## src/hw/nvma_cfg.svh

```systemverilog
// offsets, field positions, reset values and fuse bank layout for the nvm access block
`ifndef NVMA_CFG_SVH
`define NVMA_CFG_SVH

// ----------------------------------------------------------------------
// register indices, byte address is four times the index
// ----------------------------------------------------------------------
`define NVMA_IDX_RESERVED      8'h00
`define NVMA_IDX_EE_CMD        8'h6c
`define NVMA_IDX_SIG_HIGH      8'h6d
`define NVMA_IDX_SIG_LOW       8'h6e
`define NVMA_IDX_SHADOW_DATA   8'h6f
`define NVMA_IDX_SHADOW_CTRL   8'h70
`define NVMA_IDX_IRQ_STATUS    8'h80
`define NVMA_IDX_IRQ_MASK      8'h81

// ----------------------------------------------------------------------
// field positions
// ----------------------------------------------------------------------
`define NVMA_EE_DIR_BIT        15
`define NVMA_EE_BUSY_BIT       15
`define NVMA_EE_ERR_BIT        14
`define NVMA_EE_DET_BIT        13
`define NVMA_EE_ADDR_HI        14
`define NVMA_EE_ADDR_LO        8
`define NVMA_SC_SEC_BIT        15
`define NVMA_SC_ADDR_HI        12
`define NVMA_SC_ADDR_LO        8
`define NVMA_SC_UNLOCK_BIT     3
`define NVMA_IRQ_EE_DONE       0
`define NVMA_IRQ_EE_ERR        1
`define NVMA_IRQ_SEC           2

// ----------------------------------------------------------------------
// reset values and fuse bank layout
// ----------------------------------------------------------------------
`define NVMA_RST16             16'h0000
`define NVMA_RST3              3'h0
`define NVMA_BANK_SIG_LOW      5'h0e
`define NVMA_BANK_SIG_HIGH     5'h0f
`define NVMA_BANK_TRACE_FIRST  5'h10
`define NVMA_BANK_TRACE_LAST   5'h12

`endif

```

## src/hw/nvma_pkg.sv

```systemverilog
// types shared by the nvm access block
package nvma_pkg;

    typedef enum logic [1:0] {
        NVMA_EE_IDLE = 2'b01,
        NVMA_EE_BUSY = 2'b10
    } nvma_ee_state_t;

    typedef struct packed {
        logic       start;
        logic       read;
        logic [6:0] addr;
        logic [7:0] wdata;
    } nvma_ee_req_t;

    typedef struct packed {
        logic       done;
        logic       err;
        logic [7:0] rdata;
    } nvma_ee_rsp_t;

    typedef struct packed {
        logic        cmd_wr;
        logic [2:0]  cmd;
        logic [4:0]  addr;
        logic [15:0] wdata;
        logic        sig_word;
        logic        trace_word;
    } nvma_fuse_req_t;

endpackage

```

## src/hw/nvma_top.sv

```systemverilog
// register access to the external eeprom and the fuse shadow registers
//
// Register access over Avalon-MM was left to the implementer.
`timescale 1ns/10ps
`include "nvma_cfg.svh"

module nvma_top
    import nvma_pkg::*;
(
    input  wire logic                 clk_i,
    input  wire logic                 arst_n_i,
    input  wire logic [9:0]           avs_address_i,
    input  wire logic                 avs_read_i,
    input  wire logic                 avs_write_i,
    input  wire logic [31:0]          avs_writedata_i,
    input  wire logic [3:0]           avs_byteenable_i,
    output logic      [31:0]          avs_readdata_o,
    output logic                      avs_waitrequest_o,
    output nvma_ee_req_t              ee_req_o,
    input  wire nvma_ee_rsp_t         ee_rsp_i,
    input  wire logic                 nvm_detected_i,
    output nvma_fuse_req_t            fuse_req_o,
    input  wire logic [2:0]           state_machine_trace_i,
    input  wire logic                 sec_event_i,
    input  wire logic [15:0]          sig_upper_bits_i,
    input  wire logic [7:0]           sig_lower_bits_i,
    input  wire logic                 shadow_load_i,
    input  wire logic [15:0]          shadow_load_data_i,
    output logic                      irq_o
);

    // ------------------------------------------------------------------
    // state
    // ------------------------------------------------------------------
    nvma_ee_state_t ee_state,     next_ee_state;
    nvma_ee_req_t   ee_req,       next_ee_req;
    logic           ee_err,       next_ee_err;
    logic [7:0]     ee_rbyte,     next_ee_rbyte;
    logic [15:0]    sig_high,     next_sig_high;
    logic [7:0]     sig_low,      next_sig_low;
    logic [15:0]    shadow_word,  next_shadow_word;
    logic [4:0]     shadow_addr,  next_shadow_addr;
    logic           sec_flag,     next_sec_flag;
    logic [2:0]     sm_trace,     next_sm_trace;
    logic           sm_cmd_wr,    next_sm_cmd_wr;
    logic [2:0]     sm_cmd,       next_sm_cmd;
    logic [2:0]     irq_status,   next_irq_status;
    logic [2:0]     irq_mask,     next_irq_mask;
    logic           ack,          next_ack;
    logic [31:0]    rdata,        next_rdata;
    logic [2:0]     det_sync,     next_det_sync;
    logic           detected,     next_detected;

    logic        req;
    logic        wr_go;
    logic [7:0]  idx;
    logic [15:0] wd;
    logic [1:0]  be;
    logic [15:0] rd_word;
    logic        ee_done;

    // ------------------------------------------------------------------
    // bus slave: one wait cycle, answer at the second edge
    // ------------------------------------------------------------------
    assign req               = avs_read_i | avs_write_i;
    assign avs_waitrequest_o = req & ~ack;
    assign wr_go             = avs_write_i & ~ack;
    assign idx               = avs_address_i[9:2];
    assign wd                = avs_writedata_i[15:0];
    assign be                = avs_byteenable_i[1:0];
    assign avs_readdata_o    = rdata;
    assign ee_done           = (ee_state == NVMA_EE_BUSY) & ee_rsp_i.done;

    function automatic logic [15:0] merge16(input logic [15:0] old_v,
                                            input logic [15:0] new_v,
                                            input logic [1:0]  lanes);
        merge16 = {lanes[1] ? new_v[15:8] : old_v[15:8],
                   lanes[0] ? new_v[7:0]  : old_v[7:0]};
    endfunction

    // ------------------------------------------------------------------
    // read mux
    // ------------------------------------------------------------------
    always_comb begin
        rd_word = 16'h0000;
        case (idx)
            // reserved space reads zero and ignores writes
            `NVMA_IDX_RESERVED:    rd_word = 16'h0000;
            `NVMA_IDX_EE_CMD: begin
                rd_word = {(ee_state == NVMA_EE_BUSY), ee_err, detected,
                           5'h00, ee_rbyte};
            end
            `NVMA_IDX_SIG_HIGH:    rd_word = sig_high;
            `NVMA_IDX_SIG_LOW:     rd_word = {sig_low, 8'h00};
            `NVMA_IDX_SHADOW_DATA: rd_word = shadow_word;
            `NVMA_IDX_SHADOW_CTRL: begin
                rd_word = {sec_flag, 2'b00, shadow_addr, 5'h00, sm_trace};
            end
            `NVMA_IDX_IRQ_STATUS:  rd_word = {13'h0000, irq_status};
            `NVMA_IDX_IRQ_MASK:    rd_word = {13'h0000, irq_mask};
            default:               rd_word = 16'h0000;
        endcase
    end

    // ------------------------------------------------------------------
    // next-state logic for the whole register group
    // ------------------------------------------------------------------
    always_comb begin
        next_ack         = req & ~ack;
        next_rdata       = rdata;
        next_ee_state    = ee_state;
        next_ee_req      = ee_req;
        next_ee_req.start = 1'b0;
        next_ee_err      = ee_err;
        next_ee_rbyte    = ee_rbyte;
        next_sig_high    = sig_upper_bits_i;
        next_sig_low     = sig_lower_bits_i;
        next_shadow_word = shadow_word;
        next_shadow_addr = shadow_addr;
        next_sec_flag    = sec_flag;
        next_sm_trace    = state_machine_trace_i;
        next_sm_cmd_wr   = 1'b0;
        next_sm_cmd      = sm_cmd;
        next_irq_status  = irq_status;
        next_irq_mask    = irq_mask;
        // detection pin: accept a change once stages two and three agree
        next_det_sync    = {det_sync[1:0], nvm_detected_i};
        next_detected    = (det_sync[1] == det_sync[2]) ? det_sync[2] : detected;

        if (avs_read_i & ~ack) begin
            next_rdata = {16'h0000, rd_word};
        end

        if (wr_go) begin
            case (idx)
                `NVMA_IDX_EE_CMD: begin
                    // a command while busy is dropped; software must poll first
                    if (ee_state == NVMA_EE_IDLE && be == 2'b11) begin
                        next_ee_req.start = 1'b1;
                        next_ee_req.read  = wd[`NVMA_EE_DIR_BIT];
                        next_ee_req.addr  = wd[`NVMA_EE_ADDR_HI:`NVMA_EE_ADDR_LO];
                        next_ee_req.wdata = wd[7:0];
                        next_ee_state     = NVMA_EE_BUSY;
                    end
                end
                `NVMA_IDX_SHADOW_DATA: begin
                    next_shadow_word = merge16(shadow_word, wd, be);
                end
                `NVMA_IDX_SHADOW_CTRL: begin
                    if (be[1]) begin
                        next_shadow_addr = wd[`NVMA_SC_ADDR_HI:`NVMA_SC_ADDR_LO];
                        if (!wd[`NVMA_SC_SEC_BIT]) begin
                            next_sec_flag = 1'b0;
                        end
                    end
                    // unlock bit must be set in the same write as the command
                    if (be[0] && wd[`NVMA_SC_UNLOCK_BIT]) begin
                        next_sm_cmd    = wd[2:0];
                        next_sm_cmd_wr = 1'b1;
                    end
                end
                `NVMA_IDX_IRQ_STATUS: begin
                    if (be[0]) begin
                        next_irq_status = irq_status & ~wd[2:0];
                    end
                end
                `NVMA_IDX_IRQ_MASK: begin
                    if (be[0]) begin
                        next_irq_mask = wd[2:0];
                    end
                end
                default: begin
                end
            endcase
        end

        // the fuse array reloading the shadow word overrides a bus write
        if (shadow_load_i) begin
            next_shadow_word = shadow_load_data_i;
        end

        case (ee_state)
            NVMA_EE_IDLE: begin
            end
            NVMA_EE_BUSY: begin
                if (ee_rsp_i.done) begin
                    next_ee_state = NVMA_EE_IDLE;
                    next_ee_err   = ee_rsp_i.err;
                    if (ee_req.read) begin
                        next_ee_rbyte = ee_rsp_i.rdata;
                    end
                end
            end
            default: next_ee_state = NVMA_EE_IDLE;
        endcase

        // hardware sets win over same-cycle clears
        if (sec_event_i) begin
            next_sec_flag = 1'b1;
        end
        if (ee_done) begin
            next_irq_status[`NVMA_IRQ_EE_DONE] = 1'b1;
        end
        if (ee_done & ee_rsp_i.err) begin
            next_irq_status[`NVMA_IRQ_EE_ERR] = 1'b1;
        end
        if (sec_event_i) begin
            next_irq_status[`NVMA_IRQ_SEC] = 1'b1;
        end
    end

    // ------------------------------------------------------------------
    // bus answer registers
    // ------------------------------------------------------------------
    always_ff @(posedge clk_i or negedge arst_n_i) begin
        if (!arst_n_i) begin
            ack         <= 1'b0;
            rdata       <= 32'h00000000;
        end else begin
            ack         <= next_ack;
            rdata       <= next_rdata;
        end
    end

    // ------------------------------------------------------------------
    // eeprom access registers
    // ------------------------------------------------------------------
    always_ff @(posedge clk_i or negedge arst_n_i) begin
        if (!arst_n_i) begin
            ee_state    <= NVMA_EE_IDLE;
            ee_req      <= '0;
            ee_err      <= 1'b0;
            ee_rbyte    <= 8'h00;
        end else begin
            ee_state    <= next_ee_state;
            ee_req      <= next_ee_req;
            ee_err      <= next_ee_err;
            ee_rbyte    <= next_ee_rbyte;
        end
    end

    // ------------------------------------------------------------------
    // fuse shadow and signature registers
    // ------------------------------------------------------------------
    always_ff @(posedge clk_i or negedge arst_n_i) begin
        if (!arst_n_i) begin
            sig_high    <= `NVMA_RST16;
            sig_low     <= 8'h00;
            shadow_word <= `NVMA_RST16;
            shadow_addr <= 5'h00;
            sec_flag    <= 1'b0;
            sm_trace    <= `NVMA_RST3;
            sm_cmd_wr   <= 1'b0;
            sm_cmd      <= `NVMA_RST3;
        end else begin
            sig_high    <= next_sig_high;
            sig_low     <= next_sig_low;
            shadow_word <= next_shadow_word;
            shadow_addr <= next_shadow_addr;
            sec_flag    <= next_sec_flag;
            sm_trace    <= next_sm_trace;
            sm_cmd_wr   <= next_sm_cmd_wr;
            sm_cmd      <= next_sm_cmd;
        end
    end

    // ------------------------------------------------------------------
    // interrupt and detect pin registers
    // ------------------------------------------------------------------
    always_ff @(posedge clk_i or negedge arst_n_i) begin
        if (!arst_n_i) begin
            irq_status  <= 3'h0;
            irq_mask    <= 3'h0;
            det_sync    <= 3'h0;
            detected    <= 1'b0;
        end else begin
            irq_status  <= next_irq_status;
            irq_mask    <= next_irq_mask;
            // stage one may go metastable, so only stage two reads it
            det_sync    <= next_det_sync;
            detected    <= next_detected;
        end
    end

    // ------------------------------------------------------------------
    // outputs toward the eeprom engine and the fuse array
    // ------------------------------------------------------------------
    assign ee_req_o = ee_req;
    assign irq_o    = |(irq_status & irq_mask);

    always_comb begin
        fuse_req_o.cmd_wr     = sm_cmd_wr;
        fuse_req_o.cmd        = sm_cmd;
        fuse_req_o.addr       = shadow_addr;
        fuse_req_o.sig_word   = (shadow_addr == `NVMA_BANK_SIG_LOW) ||
                                (shadow_addr == `NVMA_BANK_SIG_HIGH);
        fuse_req_o.trace_word = (shadow_addr >= `NVMA_BANK_TRACE_FIRST) &&
                                (shadow_addr <= `NVMA_BANK_TRACE_LAST);
        // signature bits are forced into their bank words on the way out
        case (shadow_addr)
            `NVMA_BANK_SIG_LOW:  fuse_req_o.wdata = {sig_low, shadow_word[7:0]};
            `NVMA_BANK_SIG_HIGH: fuse_req_o.wdata = sig_high;
            default:             fuse_req_o.wdata = shadow_word;
        endcase
    end

endmodule // nvma_top

```

## config.mk

```make
export PLATFORM = sky130hd
export DESIGN_NAME = nvma_top
export DESIGN_NICKNAME = d
export VERILOG_FILES = /design/src/hw/nvma_pkg.sv /design/src/hw/nvma_top.sv
export VERILOG_INCLUDE_DIRS = /design/src /design/src/hw
export SDC_FILE = /design/constraint.sdc
export NUM_CORES = 1
export LEC_CHECK = 0
export BUFFER_PORTS_ARGS = -buffer_cell sky130_fd_sc_hd__buf_4
export CELL_PAD_IN_SITES_DETAIL_PLACEMENT = 2
export CELL_PAD_IN_SITES_GLOBAL_PLACEMENT = 2
export CORE_MARGIN = 1.5
export CORE_UTILIZATION = 31
export DETAILED_ROUTE_END_ITERATION = 12
export GPL_TIMING_DRIVEN = 0
export PLACE_DENSITY_LB_ADDON = 0.1
export SYNTH_ARGS = -nofsm -noshare
export SYNTH_HDL_FRONTEND = slang
export SYNTH_SLANG_ARGS = --single-unit
```

## constraint.sdc

```tcl
create_clock -name clk_i -period 2.8 [get_ports clk_i]
set_clock_uncertainty 0.05 [all_clocks]
set_input_delay 0.28 -clock clk_i [delete_from_list [all_inputs] [get_ports clk_i]]
set_output_delay 0.28 -clock clk_i [all_outputs]
set_load 0.1 [all_outputs]
```

==> results of run 1 <==
-- routing by layer --
metal	wire [microns]	track usage (%)	part of all wire (%)	vias to the layer above
li1	-	-	-	1715
met1	6670	25.0	43	1946
met2	7930	33.8	51	91
met3	631	3.53	4.1	16
met4	268	6.81	1.7	0
met5	0	0	0	-
-- stage by stage --
| step | std cells | cell area, sq um | TNS [ns] | setup WS [ns] | hold WS (ns) |
|---|---|---|---|---|---|
| final | 791 | 6970 | 0 | 0.154 | 0.0835 |
| after global routing | 791 | 6970 | 0 | 0.0591 | 0.0790 |
| after CTS | 791 | 6970 | 0 | 0.126 | 0.0761 |
| after detailed placement | 745 | 6380 | 0 | 0.239 | 0.289 |
| after global placement | 744 | 6350 | 0 | 0.293 | 0.291 |
| after floorplan | 388 | 5000 | -2.89 | -0.432 | -0.0656 |
-- cell families (layout without fill, tap and decap cells) --
group / after synthesis / in the layout / share of synthesized area (%)
AOI/OAI and AO/OA: 56 / 56 / 7.13
adders and majority gates: 3 / 3 / 0.713
buffers and inverters: 37 / 229 / 4.45
DFF: 108 / 108 / 55.0
muxes: 103 / 103 / 23.9
other: 1 / 16 / 0.0763
and+or+nand+nor: 65 / 65 / 8.76
-- worst max-delay path: stages (launching register included) --
cell	delay [ns]
sky130_fd_sc_hd__dfrtp_2	0.44
sky130_fd_sc_hd__nand4b_1	0.21
sky130_fd_sc_hd__buf_4	0.17
sky130_fd_sc_hd__clkbuf_1	0.53
sky130_fd_sc_hd__nand2_1	0.21
sky130_fd_sc_hd__o21ai_4	0.10
sky130_fd_sc_hd__buf_4	0.31
-- synth_stat cells (3+ instances only) --
cell type | instances | area [sq um]
sky130_fd_sc_hd__buf_4 | 18 | 135
sky130_fd_sc_hd__mux2_2 | 77 | 867
sky130_fd_sc_hd__a22oi_1 | 14 | 105
sky130_fd_sc_hd__a21oi_1 | 12 | 60.1
sky130_fd_sc_hd__buf_2 | 4 | 20.0
sky130_fd_sc_hd__o21ai_0 | 20 | 100
sky130_fd_sc_hd__nor2_1 | 14 | 52.6
sky130_fd_sc_hd__dfrtp_1 | 107 | 2680
sky130_fd_sc_hd__inv_1 | 5 | 18.8
sky130_fd_sc_hd__nand2b_1 | 3 | 18.8
sky130_fd_sc_hd__nor4_4 | 4 | 85.1
sky130_fd_sc_hd__nand2_1 | 24 | 90.1
sky130_fd_sc_hd__buf_1 | 3 | 11.3
sky130_fd_sc_hd__mux2_1 | 7 | 78.8
sky130_fd_sc_hd__mux2i_1 | 16 | 160
sky130_fd_sc_hd__mux4_2 | 3 | 67.6
sky130_fd_sc_hd__o221ai_1 | 3 | 26.3
sky130_fd_sc_hd__clkbuf_1 | 6 | 22.5
-- path summary, 6_finish.rpt --
kind	start	endpoint	cells past startpoint
worst max-delay path	shadow_addr[3]$_DFFE_PN0P_	fuse_req_o[13]	6
worst min-delay path	sec_event_i	irq_status[2]$_DFFE_PN0P_	2
worst max register to register	ee_state[0]$_DFF_PN1_	ee_req_o[3]$_DFFE_PN0P_	5
worst min register to register	det_sync[0]$_DFF_PN0_	det_sync[1]$_DFF_PN0_	0
max in group asynchronous	arst_n_i	ee_rbyte[3]$_DFFE_PN0P_	3
min in group asynchronous	arst_n_i	ee_req_o[11]$_DFFE_PN0P_	2
-- layout make-up --
| cell class | count | share of cell area (%) |
|---|---|---|
| sequential | 108 | 38.9 |
| buffer | 32 | 2.87 |
| clock inverter | 3 | 0.305 |
| clock buffer | 12 | 3.82 |
| inverter | 5 | 0.323 |
| tap | 211 | 3.79 |
| multi-input combinational | 243 | 29.6 |
| timing repair buffer | 177 | 20.4 |
-- sequential cells by signal (all words and copies together), names as in the netlist, 5 cells and up --
register and count:
ee_req_o 17, sig_high 16, shadow_word 16, ee_rbyte 8
sig_low 8, shadow_addr 5, avs_readdata_o 16
-- power by group through the flow --
stage | Clock, W | Combinational (W) | Sequential [W]
4_1_cts | 0.00130 | 0.000822 | 0.00167
6_report | 0.00126 | 0.000812 | 0.00167
5_1_grt | 0.00135 | 0.000861 | 0.00168
3_3_place_gp | 0 | 0.000765 | 0.00170
3_5_place_dp | 0 | 0.000786 | 0.00170
2_1_floorplan | 0 | 0.000496 | 0.00173
-- what timing repair did --
action                                  CTS  global route
hold buffers                             29             0
buffers inserted                          2             0
endpoints found under the setup margin    8             0
endpoints found under the hold margin    84             0
==> metrics.yaml, run 1 <==
logic_synthesis:
  post_synth_edffs: 0
  syn-cell-area_sq_mm: 0.00492
  synth.ff_latch_count: 108
  ys_async_sr_fraction_pct: 100
  ys_types: 44
  syn-mean-instance-area_sq_um: 13.2
  post_synth_inst_count: 373
  yosys_warnings: 0
  synth_seq_area_share_pct: 55.0
  yosys_most_used_dff: "sky130_fd_sc_hd__dfrtp_1"
cts:
  tritoncts.num_buffers: 9
  clkSlewWorstSetupHoldPaths_ns: 0.07
  cts.root.buffer_cell: "sky130_fd_sc_hd__clkbuf_16"
  clock-sinks: 108
  postCtsResizedCells: 0
  cts_htree_levels: 3
  clock_latency_ns: 0.35
  tritoncts: "done"
  cts-root-to-sink-buffers: 2
finish:
  final_common_cell: "sky130_fd_sc_hd__buf_4"
  number_of_inserted_diodes: 0
  final_net_count: 684
  most-common-layout-cells: "sky130_fd_sc_hd__buf_4, sky130_fd_sc_hd__dfrtp_1, sky130_fd_sc_hd__mux2_2, sky130_fd_sc_hd__dlygate4sd3_1, sky130_fd_sc_hd__nand2_1"
  fillers: 1599
  areaGrowthSynthToFinish_pct: 41.8
  ff_latch_area_sq_mm: 0.00271
  post-route-util_pct: 45.3
  area_of_the_multi_input_gates_sq_mm: 0.00206
  ratio_of_cells_with_drive_above_1_in_the_final_layout_pct: 49.1
die:
  die_w_microns: 129
  floorplan.rows: 45
  core_sq_mm: 0.0154
  floorplan.die.height_microns: 129
  pin_count: 184
  design.die.area_sq_mm: 0.0166
  initial_utilization_pct: 32.0
flow_run:
  max_cap_violations: 0
sta:
  setup_repair_after_global_routing_missed_its_margin: "false"
  max-slew-margin-rel_pct: 30.9
  report.final.setup_viol: 0
  post-route-min-period_ns: 2.65
  timing.final.max_slew_violations: 0
  share_of_the_cycle_needed_by_the_critical_path_after_routing_pct: 94.5
  total_count_of_hold_check_failures_in_the_final_report: 0
  worst_slew_pin_slew_ns: 1.03
  fmaxAchievable_mhz: 378
global_route:
  grt_antenna_before_repair: 0
  globalRoute.totalOverflow: 0
  gr-usage-all-layers_pct: 19.7
  grt_max_degree: 59
  number_of_global_route_vias_before_repair: 4247
  grt_first_pass_wirelength_microns: 24300
power_and_ir_drop:
  p_per_area_mw_per_mm2: 536
  combinationalPowerShare_pct: 21.7
  seq_power_share_pct: 44.7
  vdd_ir_drop_max_uv: 224
  total_power_w: 0.00374
  clock_power_share_pct: 33.6
  p_int_w: 0.00257
  netSwitchingFraction_pct: 31.1
  p_switching_w: 0.00116
  power_leakage_nw: 3.35
route:
  ant_nets: 0
  via_count: 3768
  totalWireLength_microns: 15500
  detail_route.first_pass.iterations: 4
  route.detailed.drc: 0
  detailedRoute.firstIterationViolations: 116
  via_per_inst: 4.76
  avgRoutedWirePerCell_microns: 19.6
run_status:
  outcome: "completed"
placement:
  numPortBuffers: 145
  routabilityCongestion: 0.780
  place.detailed.hpwl_microns: 11400
worst_setup_path:
  startpoint_kind_of_the_worst_setup_timing_path: "flip-flop"
  critical_path.endpoint_type: "output port"
  critPathRequiredTime_ns: 2.47
  timing.critical_path.fanout_max: 10
  regToRegSetupSlack_ns: 0.28
  critPathKind: "flip-flop to output port"
  cp_data_arrival_time_ns: 2.32
hold_path:
  hold_path_class: "input port to flip-flop"
Note: power is estimated with default switching activity, not from simulation.
==> run 2, diff against run 1 <==
--- a/config.mk
+++ b/config.mk
@@ -9,11 +9,11 @@
 export BUFFER_PORTS_ARGS = -buffer_cell sky130_fd_sc_hd__buf_4
 export CELL_PAD_IN_SITES_DETAIL_PLACEMENT = 2
 export CELL_PAD_IN_SITES_GLOBAL_PLACEMENT = 2
-export CORE_MARGIN = 1.5
 export CORE_UTILIZATION = 31
 export DETAILED_ROUTE_END_ITERATION = 12
 export GPL_TIMING_DRIVEN = 0
 export PLACE_DENSITY_LB_ADDON = 0.1
+export SETUP_SLACK_MARGIN = 0.4
 export SYNTH_ARGS = -nofsm -noshare
 export SYNTH_HDL_FRONTEND = slang
 export SYNTH_SLANG_ARGS = --single-unit
==> metrics.yaml, run 2 (same netlist as run 1, synthesis figures left out) <==
run_status:
  outcome: "completed"
route:
  via_count: 3773  # +0.13%
  avgRoutedWirePerCell_microns: 19.9  # +1.6%
  route.top_layer_used: "met4"
  met3WireLength_microns: 615  # -2.5%
  totalWireLength_microns: 15800  # +2.1%
  wl_met1_microns: 6690  # +0.36%
  detailedRoute.firstIterationViolations: 119  # +2.6%
  via_per_inst: 4.75  # -0.37%
  routed-wl-met2_microns: 8260  # +4.2%
  route.detailed.drc: 0  # unchanged
  ant_nets: 0  # unchanged
  detail_route.first_pass.iterations: 5  # +1
die:
  core_sq_mm: 0.0153  # -0.37%
  die_w_microns: 128  # -0.78%
  initial_utilization_pct: 32.1  # +0.12 points
  design.die.area_sq_mm: 0.0164  # -1.5%
  floorplan.die.height_microns: 128  # -0.78%
  pin_count: 184  # unchanged
  floorplan.rows: 45  # unchanged
sta:
  accumulated_negative_setup_slack_ns: 0  # unchanged
  total_count_of_hold_check_failures_in_the_final_report: 0  # unchanged
  report.final.setup_viol: 0  # unchanged
  setup_repair_after_global_routing_missed_its_margin: "false"
  share_of_the_cycle_needed_by_the_critical_path_after_routing_pct: 84.3  # -10 points
  max-slew-margin-rel_pct: 37.3  # +6.3 points
  fmaxAchievable_mhz: 424  # +12%
  post-route-min-period_ns: 2.36  # -0.287 ns
  worst_slew_pin_slew_ns: 0.928  # -0.100 ns
  timing.final.max_slew_violations: 0  # unchanged
worst_setup_path:
  critical_path.endpoint_type: "output port"
  timing.reg2reg.worst_path_depth: 4  # -1
  timing.critical_path.fanout_max: 8  # -2
  worstReg2RegEnd: "shadow_word[8]$_DFFE_PN0P_"
  reg2reg_from: "ack$_DFF_PN0_"
  regToRegSetupSlack_ns: 0.50  # +0.22 ns
  cp_data_arrival_time_ns: 2.03  # -0.29 ns
  critPathRequiredTime_ns: 2.47  # about the same
  critPathKind: "flip-flop to output port"
  startpoint_kind_of_the_worst_setup_timing_path: "flip-flop"
placement:
  place.detailed.hpwl_microns: 11500  # +0.95%
  routabilityCongestion: 0.721  # -7.5%
  numPortBuffers: 145  # unchanged
  placed_area_sq_mm: 0.00646  # +1.4%
cts:
  cts-root-to-sink-buffers: 2  # unchanged
  tritoncts: "done"
  clkSlewWorstSetupHoldPaths_ns: 0.07  # about the same
  cts_htree_levels: 3  # unchanged
  clock-sinks: 108  # unchanged
  tritoncts.num_buffers: 9  # unchanged
  clock_latency_ns: 0.36  # about the same
  cts.root.buffer_cell: "sky130_fd_sc_hd__clkbuf_16"
flow_run:
  max_cap_violations: 0  # unchanged
finish:
  final_net_count: 687  # +0.44%
  number_of_inserted_diodes: 0  # unchanged
  most-common-layout-cells: "sky130_fd_sc_hd__buf_4, sky130_fd_sc_hd__dfrtp_1, sky130_fd_sc_hd__mux2_2, sky130_fd_sc_hd__dlygate4sd3_1, sky130_fd_sc_hd__nand2_1"
  ratio_of_cells_with_drive_above_1_in_the_final_layout_pct: 51.0  # +1.9 points
  largest_register_ffs: 17  # unchanged
  fillers: 1575  # -1.5%
  finish.instance_area_sq_mm: 0.00711  # +2.0%
  final_common_cell: "sky130_fd_sc_hd__buf_4"
  areaGrowthSynthToFinish_pct: 44.6
power_and_ir_drop:
  seq_power_share_pct: 43.7  # -1.0 points
  netSwitchingFraction_pct: 30.6  # -0.46 points
  p_int_w: 0.00266  # +3.3%
  clock_power_share_pct: 34.6  # +1.0 points
  p_per_area_mw_per_mm2: 539  # +0.58%
  combinationalPowerShare_pct: 21.7  # about the same
  p_switching_w: 0.00118  # +1.0%
  power_leakage_nw: 3.44  # +2.8%
  vdd_ir_drop_max_uv: 267  # +19%
global_route:
  grt_antenna_before_repair: 0  # unchanged
  number_of_global_route_vias_before_repair: 4355  # +2.5%
  grt_first_pass_wirelength_microns: 24600  # +1.4%
  grt_max_degree: 62  # +5.1%
  gr-usage-all-layers_pct: 20.5  # +0.75 points
  globalRoute.totalOverflow: 0  # unchanged
hold_path:
  hold_path_depth: 2  # unchanged
  holdCritStartpoint: "sec_event_i"
  worstHoldEndpoint: "irq_status[2]$_DFFE_PN0P_"
  hold_path_class: "input port to flip-flop"
[run 2: cell types whose count changed in the layout (fill, tap and decap cells not counted), moves of 3 or more]
cell / before / now
sky130_fd_sc_hd__o21ai_1: 6 / 0
sky130_fd_sc_hd__mux2_4: 0 / 8
sky130_fd_sc_hd__dfrtp_2: 4 / 1
sky130_fd_sc_hd__dfrtp_4: 0 / 4
sky130_fd_sc_hd__buf_6: 1 / 4
sky130_fd_sc_hd__o21ai_2: 1 / 6
sky130_fd_sc_hd__mux2_2: 77 / 69
[run 2: cell type report]
class                      count  area (sq um)  share of cell area [%]
buffer                        32           205                    2.89
clock buffer                  13           260                    3.66
clock inverter                 3          45.0                   0.634
inverter                       5          22.5                   0.317
multi-input combinational    243          2140                    30.0
sequential                   108          2720                    38.3
tap                          211           264                    3.71
timing repair buffer         180          1460                    20.5
[run 2: power by group through the flow]
stage          clock network, W  logic [W]  registers (W)
2_1_floorplan                 0   0.000510        0.00173
3_3_place_gp                  0   0.000782        0.00170
3_5_place_dp                  0   0.000801        0.00170
4_1_cts                 0.00138   0.000839        0.00167
5_1_grt                 0.00141   0.000880        0.00168
6_report                0.00133   0.000832        0.00167
[run 2: timing repair]
action                     CTS  global route
hold buffers                29             0
setup endpoints to repair   24             2
resized for setup            4             1
pin swaps                    1             0
setup buffers                4             1
hold endpoints to repair    75             0
[run 2: through the flow]
| stage | hold slack, ns | total power (W) | utilization [%] | cells | setup WS, ns |
|---|---|---|---|---|---|
| 6_report | 0.0996 | 0.00383 | 46.4 | 795 | 0.441 |
| 5_1_grt | 0.0886 | 0.00397 | 46.4 | 795 | 0.379 |
| 4_1_cts | 0.0842 | 0.00389 | 46.3 | 794 | 0.397 |
| 3_5_place_dp | 0.198 | 0.00251 | 42.2 | 745 | 0.121 |
| 3_3_place_gp | 0.290 | 0.00248 | 42.0 | 744 | 0.162 |
| 2_1_floorplan | -0.0656 | 0.00224 | - | 388 | 0.0356 |
[run 2: critical path, cell delays in order (launching register included)]
cell and delay [ns]:
sky130_fd_sc_hd__dfrtp_4 0.52, sky130_fd_sc_hd__nand4b_1 0.28, sky130_fd_sc_hd__clkinvlp_4 0.16, sky130_fd_sc_hd__nand2_4 0.13, sky130_fd_sc_hd__mux2_4 0.34, sky130_fd_sc_hd__buf_4 0.23
[run 2: worst max path at each step]
stage	startpoint	end	depth (start not counted)	slack, ns
after floorplan	shadow_addr[1]$_DFFE_PN0P_	fuse_req_o[2]	4	0.04
after global placement	shadow_addr[1]$_DFFE_PN0P_	fuse_req_o[13]	5	0.16
after detailed placement	shadow_addr[4]$_DFFE_PN0P_	fuse_req_o[7]	5	0.12
after CTS	shadow_addr[4]$_DFFE_PN0P_	fuse_req_o[10]	5	0.40
after global routing	shadow_addr[4]$_DFFE_PN0P_	fuse_req_o[7]	5	0.38
final	shadow_addr[4]$_DFFE_PN0P_	fuse_req_o[4]	5	0.44
[run 2: layer usage]
metal | global-route usage (%) | up-vias
met5 | 0 | -
met4 | 7.20 | 0
li1 | - | 1722
met1 | 24.8 | 1941
met2 | 36.6 | 96
met3 | 3.42 | 14
